[config.mk]
export PLATFORM = sky130hd
export DESIGN_NAME = ccarr_top
export DESIGN_NICKNAME = d
export VERILOG_FILES = /design/src/design/ccarr_top.v
export VERILOG_INCLUDE_DIRS = /design/src /design/src/design
export SDC_FILE = /design/constraint.sdc
export NUM_CORES = 1
export LEC_CHECK = 0
export ABC_CLOCK_PERIOD_IN_PS = 3900
export BUFFER_PORTS_ARGS = -buffer_cell sky130_fd_sc_hd__clkbuf_2
export CAP_MARGIN = 20
export CORE_UTILIZATION = 25
export CTS_CLUSTER_DIAMETER = 60
export DETAILED_ROUTE_END_ITERATION = 10
export GPL_TIMING_DRIVEN = 0
export PLACE_DENSITY = 0.51
export SYNTH_ARGS = -nofsm -noshare
export SYNTH_HDL_FRONTEND = slang
export SYNTH_SLANG_ARGS = --single-unit
[constraint.sdc]
create_clock -name mclk -period 3.9 [get_ports mclk]
set_input_delay 0.78 -clock mclk [delete_from_list [all_inputs] [get_ports mclk]]
set_output_delay 0.78 -clock mclk [all_outputs]
set_load 0.05 [all_outputs]
[src/design/ccarr_regs.vh]
// Purpose: register map and field layout of the capture/compare array
// Assumes: byte-wide register port, offsets are byte addresses
// Notes:   one block of four addresses per channel starting at CH_BASE, three of them used
`ifndef CCARR_REGS_VH
`define CCARR_REGS_VH

// Shared registers
`define CCA_CTRL_OFF      8'h00
`define CCA_PWMCFG_OFF    8'h01
`define CCA_CNTL_OFF      8'h02
`define CCA_CNTH_OFF      8'h03
`define CCA_IRQEN_OFF     8'h04
`define CCA_FLAGS_OFF     8'h05
// Channel n: mode at CH_BASE+4n, low byte +1, high byte +2
`define CCA_CH_BASE       8'h10
`define CCA_CH_MODE       2'h0
`define CCA_CH_LOW        2'h1
`define CCA_CH_HIGH       2'h2

// Control register fields
`define CCA_CTRL_RUN      0
`define CCA_CTRL_BLKEN    1
`define CCA_CTRL_GLBEN    2
`define CCA_CTRL_WRAPEN   3
`define CCA_CTRL_PWRAPEN  4
// Pulse config fields
`define CCA_PWM_CYCLE_LENGTH_SELECT_LO  0
`define CCA_PWM_RELOAD_VIEW_SELECT     7
// Flags register fields (write 1 to clear)
`define CCA_FLG_WRAP      6
`define CCA_FLG_PWRAP     7
// Channel mode fields
`define CCA_M_IRQEN       0
`define CCA_M_PWM         1
`define CCA_M_TOG         2
`define CCA_M_MAT         3
`define CCA_M_FALL        4
`define CCA_M_RISE        5
`define CCA_M_ECOM        6
`define CCA_M_WIDE        7

`define CCA_RST_BYTE      8'h00
`define CCA_RST_WORD      16'h0000
`define CCA_ONES_WORD     16'hffff

`endif

[src/design/ccarr_top.v]
// Purpose: capture/compare channels with shared 16-bit counter and flags
// Assumes: byte register port; pins synchronous to mclk; tick from outside
// Notes:   counter advances on timebase_tick when the run bit is set
//          pin edges need two samples of each level, so a one-cycle blip
//          is dropped; irq trails flags by a cycle and channel irq enables by two; pin enables trail by a cycle
//
// Behaviour
// [RULE1] Counter wrap flag sets when the 16-bit counter wraps.
// [RULE2] Partial wrap flag sets on overflow of the selected 8-11 bit length.
// [RULE3] Flags set on their trigger regardless of interrupt enables.
// [RULE4] Interrupt request is any enabled flag, gated by global and block enables.
// [RULE5] Rise-only or fall-only capture with match, invert and pulse bits clear.
// [RULE6] Both selects set capture on either pin transition.
// [RULE7] Qualified edge loads the counter into compare and sets channel flag.
// [RULE8] Pin levels must last two clocks to be seen.
// [RULE9] Channel flags stay set until software clears them.
// [RULE10] Software timer flags when counter equals compare register.
// [RULE11] Low byte write clears comparator enable, high byte write sets it.
// [RULE12] Toggle mode inverts pin and flags on every match.
// [RULE13] Toggle mode with comparator off holds the pin level.
// [RULE14] Frequency mode matches low bytes, toggles, adds high byte to low byte.
// [RULE15] High byte zero means a half period of 256 ticks.
// [RULE16] Frequency mode flags only on full 16-bit equality with match enabled.
// [RULE17] Pulse modes: 8-11 bit by cycle length code, 16 bit with wide select.
// [RULE18] All 8-11 bit pulse channels share one cycle length.
// [RULE19] Pulse modes with comparator off hold output low.
// [RULE20] Reload view select steers byte access to reload register in 9-11 bit.
// [RULE21] Pulse modes with match enable flag on each match.
// [RULE22] Counter wrap is the step from all ones to all zeros.
// [RULE23] Everything on mclk; matches evaluated only on counter ticks.
//
// Our own choices: the register offsets and the plain strobed port.
`timescale 1ns/1ps
`include "ccarr_regs.vh"

module ccarr_top #(
   parameter NCH = 6
) (
   input  wire             mclk,
   input  wire             resetn,
   input  wire [7:0]       reg_addr,
   input  wire [7:0]       reg_wdata,
   input  wire             reg_wr,
   input  wire             reg_rd,
   output reg  [7:0]       reg_rdata,
   input  wire             timebase_tick,
   input  wire [NCH-1:0]   channel_pin_in,
   output reg  [NCH-1:0]   channel_pin_out,
   output reg  [NCH-1:0]   channel_pin_oe,
   output reg              irq
);

   // Shared state
   reg  [7:0]        ctrl_r;
   reg  [7:0]        pwmcfg_r;
   reg  [15:0]       cnt_r;
   reg               wrap_flag_r;
   reg               pwrap_flag_r;
   reg  [NCH-1:0]    chan_flag_r;
   reg  [NCH-1:0]    chan_ien_r;
   reg  [NCH-1:0]    pin_d1_r;
   reg  [NCH-1:0]    pin_d2_r;
   reg  [NCH-1:0]    pin_d3_r;
   reg  [NCH-1:0]    pin_d4_r;
   reg  [7:0]        mode_r   [0:NCH-1];
   reg  [15:0]       cmp_r    [0:NCH-1];
   reg  [15:0]       rld_r    [0:NCH-1];

   wire              tick;
   wire [15:0]       cnt_nxt;
   wire [1:0]        cycle_length_select;
   wire              reload_view_select;
   reg               pwrap_evt;
   reg  [NCH-1:0]    chan_evt;
   reg  [7:0]        rdata_nxt;
   integer           i;
   integer           k;
   wire              flags_wr;

   // Channel register decode, reused by writes and reads
   function ch_hit;
      input [7:0] addr;
      input integer ch;
      input [1:0] sel;
      begin
         ch_hit = (addr == (`CCA_CH_BASE + {ch[5:0], sel}));
      end
   endfunction

   // Mask of counter bits used by an N-bit pulse length
   function [15:0] len_mask;
      input [1:0] code;
      begin
         len_mask = {5'h00, code == 2'h3, code >= 2'h2, code >= 2'h1, 8'hff};
      end
   endfunction

   // Qualified pin edge: two samples of the new level after two of the old
   // one, so a level shorter than two clocks never counts in either direction
   function edge_seen;
      input new_a;
      input new_b;
      input old_a;
      input old_b;
      input to_high;
      begin
         if (to_high)
            edge_seen = new_a & new_b & ~old_a & ~old_b;
         else
            edge_seen = ~new_a & ~new_b & old_a & old_b;
      end
   endfunction

   // [RULE23] tick gated
   assign tick    = timebase_tick & ctrl_r[`CCA_CTRL_RUN];
   assign cnt_nxt = cnt_r + 16'h0001;
   // [RULE18] shared length
   assign cycle_length_select   = pwmcfg_r[`CCA_PWM_CYCLE_LENGTH_SELECT_LO+1:`CCA_PWM_CYCLE_LENGTH_SELECT_LO];
   assign reload_view_select   = pwmcfg_r[`CCA_PWM_RELOAD_VIEW_SELECT];
   // Flag clear strobe, shared by every write-one-to-clear bit
   assign flags_wr = reg_wr & (reg_addr == `CCA_FLAGS_OFF);

   // Partial wrap: all bits up to the selected length are ones on a tick
   always @* begin
      // [RULE2] partial overflow detect
      pwrap_evt = tick & ((cnt_r & len_mask(cycle_length_select)) == len_mask(cycle_length_select));
   end

   // Shared counter, control and wrap flags
   // Byte writes to the counter are not paired; software that writes a
   // running counter may see a carry between the two bytes
   always @(posedge mclk or negedge resetn) begin
      if (!resetn) begin
         ctrl_r       <= `CCA_RST_BYTE;
         pwmcfg_r     <= `CCA_RST_BYTE;
         cnt_r        <= `CCA_RST_WORD;
         wrap_flag_r  <= 1'b0;
         pwrap_flag_r <= 1'b0;
         chan_ien_r   <= {NCH{1'b0}};
      end else begin
         if (reg_wr && reg_addr == `CCA_CTRL_OFF)
            ctrl_r <= reg_wdata;
         if (reg_wr && reg_addr == `CCA_PWMCFG_OFF)
            pwmcfg_r <= reg_wdata;
         // Software write to the counter takes priority over a tick
         if (reg_wr && reg_addr == `CCA_CNTL_OFF)
            cnt_r[7:0] <= reg_wdata;
         else if (reg_wr && reg_addr == `CCA_CNTH_OFF)
            cnt_r[15:8] <= reg_wdata;
         else if (tick)
            cnt_r <= cnt_nxt;
         // [RULE1] [RULE22] wrap set wins over clear
         if (tick && cnt_r == `CCA_ONES_WORD)
            wrap_flag_r <= 1'b1;
         else if (flags_wr && reg_wdata[`CCA_FLG_WRAP])
            wrap_flag_r <= 1'b0;
         // [RULE2] [RULE3] partial wrap set wins
         if (pwrap_evt)
            pwrap_flag_r <= 1'b1;
         else if (flags_wr && reg_wdata[`CCA_FLG_PWRAP])
            pwrap_flag_r <= 1'b0;
         for (i = 0; i < NCH; i = i + 1)
            chan_ien_r[i] <= mode_r[i][`CCA_M_IRQEN];
      end
   end

   // Pin sampling: pins are synchronous, four stages give edge history.
   // Two stages hold the new level and two the old one; with only three,
   // a one-cycle blip would pass as a falling edge right after it.
   // Reset level low matches an idle low pin, so no false edge follows.
   always @(posedge mclk or negedge resetn) begin
      if (!resetn) begin
         pin_d1_r <= {NCH{1'b0}};
         pin_d2_r <= {NCH{1'b0}};
         pin_d3_r <= {NCH{1'b0}};
         pin_d4_r <= {NCH{1'b0}};
      end else begin
         pin_d1_r <= channel_pin_in;
         pin_d2_r <= pin_d1_r;
         pin_d3_r <= pin_d2_r;
         pin_d4_r <= pin_d3_r;
      end
   end

   genvar g;
   generate
      for (g = 0; g < NCH; g = g + 1) begin : g_ch
         // Mode bits split out; each mode below is a full decode so that
         // a half-written mode byte never mixes two behaviours
         wire [7:0]  m     = mode_r[g];
         wire        ecom  = m[`CCA_M_ECOM];
         wire        rise  = m[`CCA_M_RISE];
         wire        fall  = m[`CCA_M_FALL];
         wire        mat   = m[`CCA_M_MAT];
         wire        tog   = m[`CCA_M_TOG];
         wire        pwm   = m[`CCA_M_PWM];
         wire        wide  = m[`CCA_M_WIDE];
         // [RULE8] stable level seen on two samples before the change
         wire        p_rise = edge_seen(pin_d1_r[g], pin_d2_r[g], pin_d3_r[g],
                                        pin_d4_r[g], 1'b1);
         wire        p_fall = edge_seen(pin_d1_r[g], pin_d2_r[g], pin_d3_r[g],
                                        pin_d4_r[g], 1'b0);
         // [RULE5] [RULE6] capture qualify
         wire        cap_mode = ~mat & ~tog & ~pwm;
         wire        cap_evt  = cap_mode & ((rise & p_rise) | (fall & p_fall));
         wire        full_eq  = tick & (cnt_r == cmp_r[g]);
         wire        timer_md = ~pwm & ~rise & ~fall & ecom;
         wire        freq_md  = pwm & tog & ~rise & ~fall;
         wire        pwm_md   = pwm & ~tog & ~rise & ~fall;
         // [RULE17] length: 16 bit when wide, else shared code
         wire [15:0] msk      = wide ? `CCA_ONES_WORD : len_mask(cycle_length_select);
         wire        pwm_eq   = tick & ecom & ((cnt_r & msk) == (cmp_r[g] & msk));
         wire        pwm_ovf  = wide ? (tick && cnt_r == `CCA_ONES_WORD) : pwrap_evt;
         wire        freq_eq  = tick & ecom & (cnt_r[7:0] == cmp_r[g][7:0]);
         // [RULE20] reload view for writes only in 9-11 bit pulse mode; reads follow the select whenever the length code is nonzero
         wire        use_rld  = reload_view_select & pwm_md & ~wide & (cycle_length_select != 2'h0);
         wire        wr_lo    = reg_wr & ch_hit(reg_addr, g, `CCA_CH_LOW);
         wire        wr_hi    = reg_wr & ch_hit(reg_addr, g, `CCA_CH_HIGH);

         // Event for the channel flag, per mode
         always @* begin
            chan_evt[g] = 1'b0;
            // [RULE7] capture flags
            if (cap_evt)
               chan_evt[g] = 1'b1;
            // [RULE10] [RULE12] timer and toggle match
            if (timer_md & mat & full_eq)
               chan_evt[g] = 1'b1;
            // [RULE16] frequency full match
            if (freq_md & mat & full_eq)
               chan_evt[g] = 1'b1;
            // [RULE21] pulse match flag
            if (pwm_md & mat & pwm_eq)
               chan_evt[g] = 1'b1;
         end

         // Channel mode, compare and reload registers, pin output
         always @(posedge mclk or negedge resetn) begin
            if (!resetn) begin
               mode_r[g]          <= `CCA_RST_BYTE;
               cmp_r[g]           <= `CCA_RST_WORD;
               rld_r[g]           <= `CCA_RST_WORD;
               channel_pin_out[g] <= 1'b0;
               channel_pin_oe[g]  <= 1'b0;
            end else begin
               // [RULE11] low clears, high sets comparator enable
               if (reg_wr && ch_hit(reg_addr, g, `CCA_CH_MODE))
                  mode_r[g] <= reg_wdata;
               else if (wr_lo)
                  mode_r[g][`CCA_M_ECOM] <= 1'b0;
               else if (wr_hi)
                  mode_r[g][`CCA_M_ECOM] <= 1'b1;
               // Drive pin in output modes only
               channel_pin_oe[g] <= ~cap_mode & (tog | pwm);
               if (cap_evt) begin
                  cmp_r[g] <= cnt_r;
               end else if (wr_lo && use_rld) begin
                  rld_r[g][7:0] <= reg_wdata;
               end else if (wr_hi && use_rld) begin
                  rld_r[g][15:8] <= reg_wdata;
               end else if (wr_lo) begin
                  cmp_r[g][7:0] <= reg_wdata;
               end else if (wr_hi) begin
                  cmp_r[g][15:8] <= reg_wdata;
               end else if (freq_md && freq_eq) begin
                  // [RULE14] [RULE15] add half period; 0 wraps to 256
                  cmp_r[g][7:0] <= cmp_r[g][7:0] + cmp_r[g][15:8];
               end else if (pwm_md && !wide && pwm_ovf) begin
                  // Reload at overflow edge: 8 bit from high byte
                  if (cycle_length_select == 2'h0)
                     cmp_r[g][7:0] <= cmp_r[g][15:8];
                  else
                     cmp_r[g] <= rld_r[g];
               end
               // [RULE12] [RULE13] toggle only while enabled
               if (timer_md && tog && mat && full_eq)
                  channel_pin_out[g] <= ~channel_pin_out[g];
               else if (freq_md && freq_eq)
                  channel_pin_out[g] <= ~channel_pin_out[g];
               else if (pwm_md) begin
                  // [RULE19] comparator off holds low
                  if (!ecom)
                     channel_pin_out[g] <= 1'b0;
                  else if (pwm_eq)
                     channel_pin_out[g] <= 1'b1;
                  else if (pwm_ovf)
                     channel_pin_out[g] <= 1'b0;
               end
            end
         end

         // [RULE3] [RULE9] sticky flag, set beats clear
         always @(posedge mclk or negedge resetn) begin
            if (!resetn)
               chan_flag_r[g] <= 1'b0;
            else if (chan_evt[g])
               chan_flag_r[g] <= 1'b1;
            else if (flags_wr && reg_wdata[g])
               chan_flag_r[g] <= 1'b0;
         end
      end
   endgenerate

   // Read mux, selected registers map through the channel decode.
   // Own loop index: sharing one with the clocked loop would give it
   // two drivers and a race between the processes.
   always @* begin
      rdata_nxt = 8'h00;
      case (reg_addr)
         `CCA_CTRL_OFF:   rdata_nxt = ctrl_r;
         `CCA_PWMCFG_OFF: rdata_nxt = pwmcfg_r;
         `CCA_CNTL_OFF:   rdata_nxt = cnt_r[7:0];
         `CCA_CNTH_OFF:   rdata_nxt = cnt_r[15:8];
         `CCA_FLAGS_OFF: begin
            rdata_nxt[NCH-1:0]      = chan_flag_r;
            rdata_nxt[`CCA_FLG_WRAP]  = wrap_flag_r;
            rdata_nxt[`CCA_FLG_PWRAP] = pwrap_flag_r;
         end
         default: begin
            for (k = 0; k < NCH; k = k + 1) begin
               if (ch_hit(reg_addr, k, `CCA_CH_MODE))
                  rdata_nxt = mode_r[k];
               if (ch_hit(reg_addr, k, `CCA_CH_LOW))
                  rdata_nxt = (reload_view_select && cycle_length_select != 2'h0) ? rld_r[k][7:0] : cmp_r[k][7:0];
               if (ch_hit(reg_addr, k, `CCA_CH_HIGH))
                  rdata_nxt = (reload_view_select && cycle_length_select != 2'h0) ? rld_r[k][15:8] : cmp_r[k][15:8];
            end
         end
      endcase
   end

   // Read data one cycle later; idle value zero
   always @(posedge mclk or negedge resetn) begin
      if (!resetn) begin
         reg_rdata <= 8'h00;
         irq       <= 1'b0;
      end else begin
         reg_rdata <= reg_rd ? rdata_nxt : 8'h00;
         // [RULE4] combined request
         // Registered for a clean output; costs one cycle after the flag
         irq <= ctrl_r[`CCA_CTRL_GLBEN] & ctrl_r[`CCA_CTRL_BLKEN] &
                ((wrap_flag_r & ctrl_r[`CCA_CTRL_WRAPEN]) |
                 (pwrap_flag_r & ctrl_r[`CCA_CTRL_PWRAPEN]) |
                 (|(chan_flag_r & chan_ien_r)));
      end
   end

endmodule

==> impl_metrics.ini, run 1 <==
[route]
antenna_left = 0
vias_per_cell = 5.741
dr.pass1.iters = 8
wl_met3_um = 12750
met1_length_um = 47880
wl_per_cell_um = 30.07
routed.top_layer = met5
dr_wl_met2_um = 48060
drt_wl_total_um = 117000
remaining_drc_errors = 0
via_count = 22340
drtIter0Drc = 3105

[setup_path]
critPathTopFamily = compound AO/OA/AOI/OAI gates
slowest_delay_ps = 570
endpoint_kind = flip-flop
crit_fanout = 10
path_class = flip-flop to flip-flop
worstPathCellList = buf_2, o21ai_4, buf_2, buf_2, nand2_1, a211oi_1, a21oi_1, o21ai_0, o21ai_0, a21oi_1
cp_slowest_cell = o21ai_0
start_kind = flip-flop
ff2ff_path_depth = 10
path_common_cell = buf_2
critPathBufInv = 3
rr_endpoint = reg_rdata[1]
ff2ff_setup_slack_ps = -240
cp.arrival_ps = 4600
r2r_start = pwmcfg_r[1]
required_ps = 4360

[logic_synthesis]
synthCells = 2546
syn-num-nets = 2622
synthArstFlopShare_pct = 100.0
ys_types = 96
syn_area_per_cell_sq_um = 8.902
synth_edf_count = 0
ys_seq_area_share_pct = 36.54
ys.flop_type = dfrtp_1
synth_seq_cells = 331
syn_area_sq_um = 22670
ys_warn_count = 0

[power]
ir_drop_uv = 280.8
power.leakage_uw = 0.01179
power_density_nw_per_um2 = 381.6

[timing]
finalCritPeriodShare_pct = 106.1
rsz0062_at_grt = no
max_slew_margin_pct = 10.94
max_freq_mhz = 241.7
tightestPinTransition_ps = 1336
period_needed_ps = 4138
finalMaxSlewViolations = 0
tns_ps = -628.3
setup_violations = 6
skew_ps = 18.00
fin_ws_ps = -238.0
hold_violations = 0

[finish]
nNetsFinal = 2757
final_cell_mix = nand2_1, dfrtp_1, o21ai_0
layout_commonest_cell = nand2_1
seq_area_sq_um = 8283
fillCellCount = 9595
multi_input_area_sq_um = 13420
fin_util_pct = 29.59
syn2layout_area_growth_pct = 17.31
drive_gt1_share_pct = 16.81

[floorplan]
die_area_sq_um = 91870
initial_core_util_pct = 25.22
io_pins = 48
core_sq_um = 89870
dieHeight_um = 303.1
die-width_um = 303.1
rows = 110

[outcome]
violations = negative setup slack
status = finished, violations left

[global_route]
grt_pass1_vias = 21130
gr-total-overflow = 0
grt_max_degree = 73
antenna_found_initial = 10
grtUsageTotal_pct = 25.23
grt_pass1_wl_um = 163900

[flow_run]
drv_cap = 0

[place]
io_buffers = 42
dp_hpwl_um = 86020
place_congestion = 1.055

[clocking]
post_cts_buffers = 0
clockRootBuffer = clkbuf_16
cts_buffers = 44
cts_buffer_depth = 3
clock_sinks = 331
ctsHtreeMaxLevel = 2
cts_tree = built
clk_latency_ps = 590
path_clk_slew_ps = 60

[hold_path]
hp-class = input port to async pin
## flip-flops by register name, summed over array words and instances, names as in the netlist
signal and cells:
cmp_r 96, rld_r 96, g_ch.m 48, cnt_r 16, ctrl_r 8, pwmcfg_r 8
reg_rdata 8, chan_flag_r 6, chan_ien_r 6, channel_pin_oe 6, channel_pin_out 6, pin_d1_r 6
pin_d2_r 6, pin_d3_r 6, pin_d4_r 6, irq 1, pwrap_flag_r 1, wrap_flag_r 1
## per-layer routing
layer	track usage, %	up-vias
met2	36.24	1375
met1	34.13	11120
met4	15.69	6
li1	-	9503
met3	5.676	335
met5	0	-
## layout make-up
| cell class | instances | share of cell area [%] |
|---|---|---|
| Multi-Input combinational cell | 1988 | 50.47 |
| Sequential cell | 331 | 31.15 |
| Tap cell | 1176 | 5.534 |
| Clock buffer | 56 | 4.616 |
| Timing Repair Buffer | 89 | 3.374 |
| Buffer | 177 | 3.035 |
| Clock inverter | 22 | 1.092 |
| Inverter | 50 | 0.7058 |
| Antenna cell | 2 | 0.01882 |
## metrics by stage
step                      hold slack, ps  total power, uW  instance area (sq um)  std cells  setup WS (ps)
after global placement             371.4             5643                  24350       3764          -6045
after global routing               231.4            10410                  26580       3889          12.26
after CTS                          196.7            10110                  26530       3885          3.698
after floorplan                    363.8             4799                  22670       2546           1052
after detailed placement           382.8             5734                  25000       3807         -469.7
final                              192.3            10150                  26590       3891         -238.0
## kinds of logic (layout without fill, tap and decap cells)
family	Yosys count	count (layout)	synth area share, %
and+or+nand+nor	880	880	19.06
AOI/OAI and AO/OA	625	625	17.64
DFF	331	331	36.54
muxes	304	304	14.50
buffers and inverters	227	394	4.339
xor gates and xnor gates	130	130	5.023
adders and majority gates	49	49	2.904
other	0	2	0
## synth_stat cells (31+ instances only)
cell type / n / area share [%]
inv_1: 49 / 0.81
dfrtp_1: 331 / 37
a21oi_1: 146 / 3.2
xnor2_1: 51 / 2.0
o21ai_0: 184 / 4.1
buf_2: 39 / 0.86
mux2i_1: 134 / 5.9
nand2_1: 383 / 6.3
mux2_2: 162 / 8.0
nor3_1: 46 / 1.0
o211ai_1: 31 / 1.0
nor2_1: 158 / 2.6
xor2_1: 79 / 3.1
nand3_1: 81 / 1.8
nand4_1: 33 / 0.91
a211oi_1: 44 / 1.5
a31oi_1: 31 / 0.86
ha_1: 43 / 2.4
clkbuf_1: 114 / 1.9
## power breakdown
part	total, uW	switching [uW]	leakage [uW]	internal (uW)
clock	4400	1770	0.000743	2630
sequential	3840	247	0.00441	3600
combinational	1910	1320	0.00664	589
## worst max-delay path by stage
| stage | start | to | slack, ps | cells past startpoint |
|---|---|---|---|---|
| floorplan | reg_addr[0] | cmp_r[24] | 1050 | 7 |
| global placement | resetn | cmp_r[51] | -6040 | 1 |
| detailed placement | reg_addr[0] | reg_rdata[2] | -470 | 10 |
| CTS | pwmcfg_r[0] | reg_rdata[0] | 4 | 9 |
| global route | pwmcfg_r[1] | reg_rdata[1] | 10 | 10 |
| finish | pwmcfg_r[1] | reg_rdata[1] | -240 | 10 |
## worst register-to-register path: cells and delay by family (launching register included)
family,cells,cell delay [ps]
DFF,1,400
buffers and inverters,3,1310
and+or+nand+nor,1,110
AOI/OAI and AO/OA,6,2190
## timing repair
action | CTS | global route
cloned | 0 | 0
gates resized for setup | 2 | 4
hold buffers | 0 | 0
endpoints found under the setup margin | 7 | 3
Note: power is estimated with default switching activity, not from simulation.
==> run 2, diff against run 1 <==
ABC_CLOCK_PERIOD_IN_PS = 5000   (was 3900)
clock period = 5 ns   (was 3.9 ns; I/O delays follow)
==> impl_metrics.ini, run 2 (synthesis gave the netlist of run 1 again) <==
[outcome]
status = complete, no violations

[timing]
skew_ps = 16.78
finalCritPeriodShare_pct = 88.85
setup_violations = 0
max_slew_margin_pct = 13.88
whs_ps = 396.7
finalMaxSlewViolations = 0
rsz0062_at_grt = no
hold_violations = 0
max_freq_mhz = 225.1
period_needed_ps = 4443
tightestPinTransition_ps = 1292

[clocking]
path_clk_slew_ps = 60
clockRootBuffer = clkbuf_16
post_cts_buffers = 0
clock_sinks = 331
clk_latency_ps = 590
cts.repair.resized = 0
cts_buffers = 44
ctsHtreeMaxLevel = 2
cts_hold_buffers = 0
cts_tree = built
cts_buffer_depth = 3

[global_route]
grt_pass1_vias = 21130
grtUsageTotal_pct = 25.23
antenna_found_initial = 10
grt_pass1_wl_um = 163900
grt_max_degree = 73
gr-total-overflow = 0

[power]
internal-power_uw = 5315
seqPwrFrac_pct = 37.9
ir_drop_uv = 216.8
power.switching_uw = 2604
clkPwrFrac_pct = 43.3
switching_share_pct = 32.88
power.leakage_uw = 0.01178
power_density_nw_per_um2 = 297.9
pwr-share-comb_pct = 18.8

[finish]
drive_gt1_share_pct = 16.77
syn2layout_area_growth_pct = 17.28
multi_input_area_sq_um = 13410
seq_area_sq_um = 8283
fillCellCount = 9595
nNetsFinal = 2757
layout_commonest_cell = nand2_1
finalInstanceArea_sq_um = 26580
fin_util_pct = 29.58
final_cell_mix = nand2_1, dfrtp_1, o21ai_0
final_cells = 3893

[setup_path]
ff2ff_path_depth = 10
cp-startpoint = pwmcfg_r[1]
ff2ff_setup_slack_ps = 560
cp.arrival_ps = 4880
path_class = flip-flop to flip-flop
worstPathCellList = buf_2, o21ai_2, buf_2, buf_2, nand2_1, a211oi_1, a21oi_1, o21ai_0, o21ai_1, a211oi_1
cp_slowest_cell = o21ai_2
rr_endpoint = reg_rdata[3]
critPathBufInv = 3
crit_fanout = 10
slowest_delay_ps = 680
endpoint_kind = flip-flop
path_common_cell = buf_2
required_ps = 5440
r2r_start = pwmcfg_r[1]
critPathTopFamily = compound AO/OA/AOI/OAI gates
start_kind = flip-flop

[route]
antenna_left = 0
drtIter0Drc = 3085
remaining_drc_errors = 0
drt_wl_total_um = 117100
wl_per_cell_um = 30.08
dr.pass1.iters = 5
via_count = 22510
vias_per_cell = 5.782

[flow_run]
drv_cap = 0

[floorplan]
die-width_um = 303.1
io_pins = 48
rows = 110
dieHeight_um = 303.1
core_sq_um = 89870
die_area_sq_um = 91870
initial_core_util_pct = 25.22

[place]
place_area_sq_um = 25000
placed_cells = 3807
io_buffers = 42
place_congestion = 1.055
dp_hpwl_um = 86020

[hold_path]
hold_end = pin_d4_r[5]
hp-class = flip-flop to flip-flop
hold_depth = 0
worstHoldStart = pin_d3_r[5]
==> run 2: area by class of cell <==
type / count / share of cell area [%]
Multi-Input combinational cell: 1988 / 50.45
Sequential cell: 331 / 31.16
Tap cell: 1176 / 5.535
Clock buffer: 56 / 4.618
Timing Repair Buffer: 89 / 3.375
Buffer: 177 / 3.022
Clock inverter: 22 / 1.092
Inverter: 50 / 0.7060
Antenna cell: 4 / 0.03766
==> run 2: how the worst max path moves through the flow <==
stage               cells after the start  slack (ps)           end
global placement                        1       -5160     cmp_r[51]
finish                                 10         560  reg_rdata[3]
CTS                                    10         880  reg_rdata[3]
detailed placement                     10         410  reg_rdata[2]
floorplan                               7        1930     cmp_r[24]
global route                           10         750  reg_rdata[3]
==> run 2: power groups by stage <==
stage	clock network (uW)	logic (uW)	registers (uW)
final	3430	1490	3000
after global routing	3560	1550	3000
after CTS	3460	1440	2990
after detailed placement	0	1440	3040
after global placement	0	1360	3040
after floorplan	0	758	2990
==> run 2: routing by layer <==
layer	track usage [%]	wire (um)
met1	34.13	47550
met2	36.24	48180
met3	5.676	12900
met4	15.69	8429
met5	0	26
==> run 2: through the flow <==
step | total power [uW] | setup slack [ps] | setup TNS, ps
2_1_floorplan | 3743 | 1932 | 0
3_3_place_gp | 4401 | -5165 | -1694560
3_5_place_dp | 4472 | 410.3 | 0
4_1_cts | 7888 | 880.4 | 0
5_1_grt | 8119 | 753.6 | 0
6_report | 7918 | 557.3 | 0
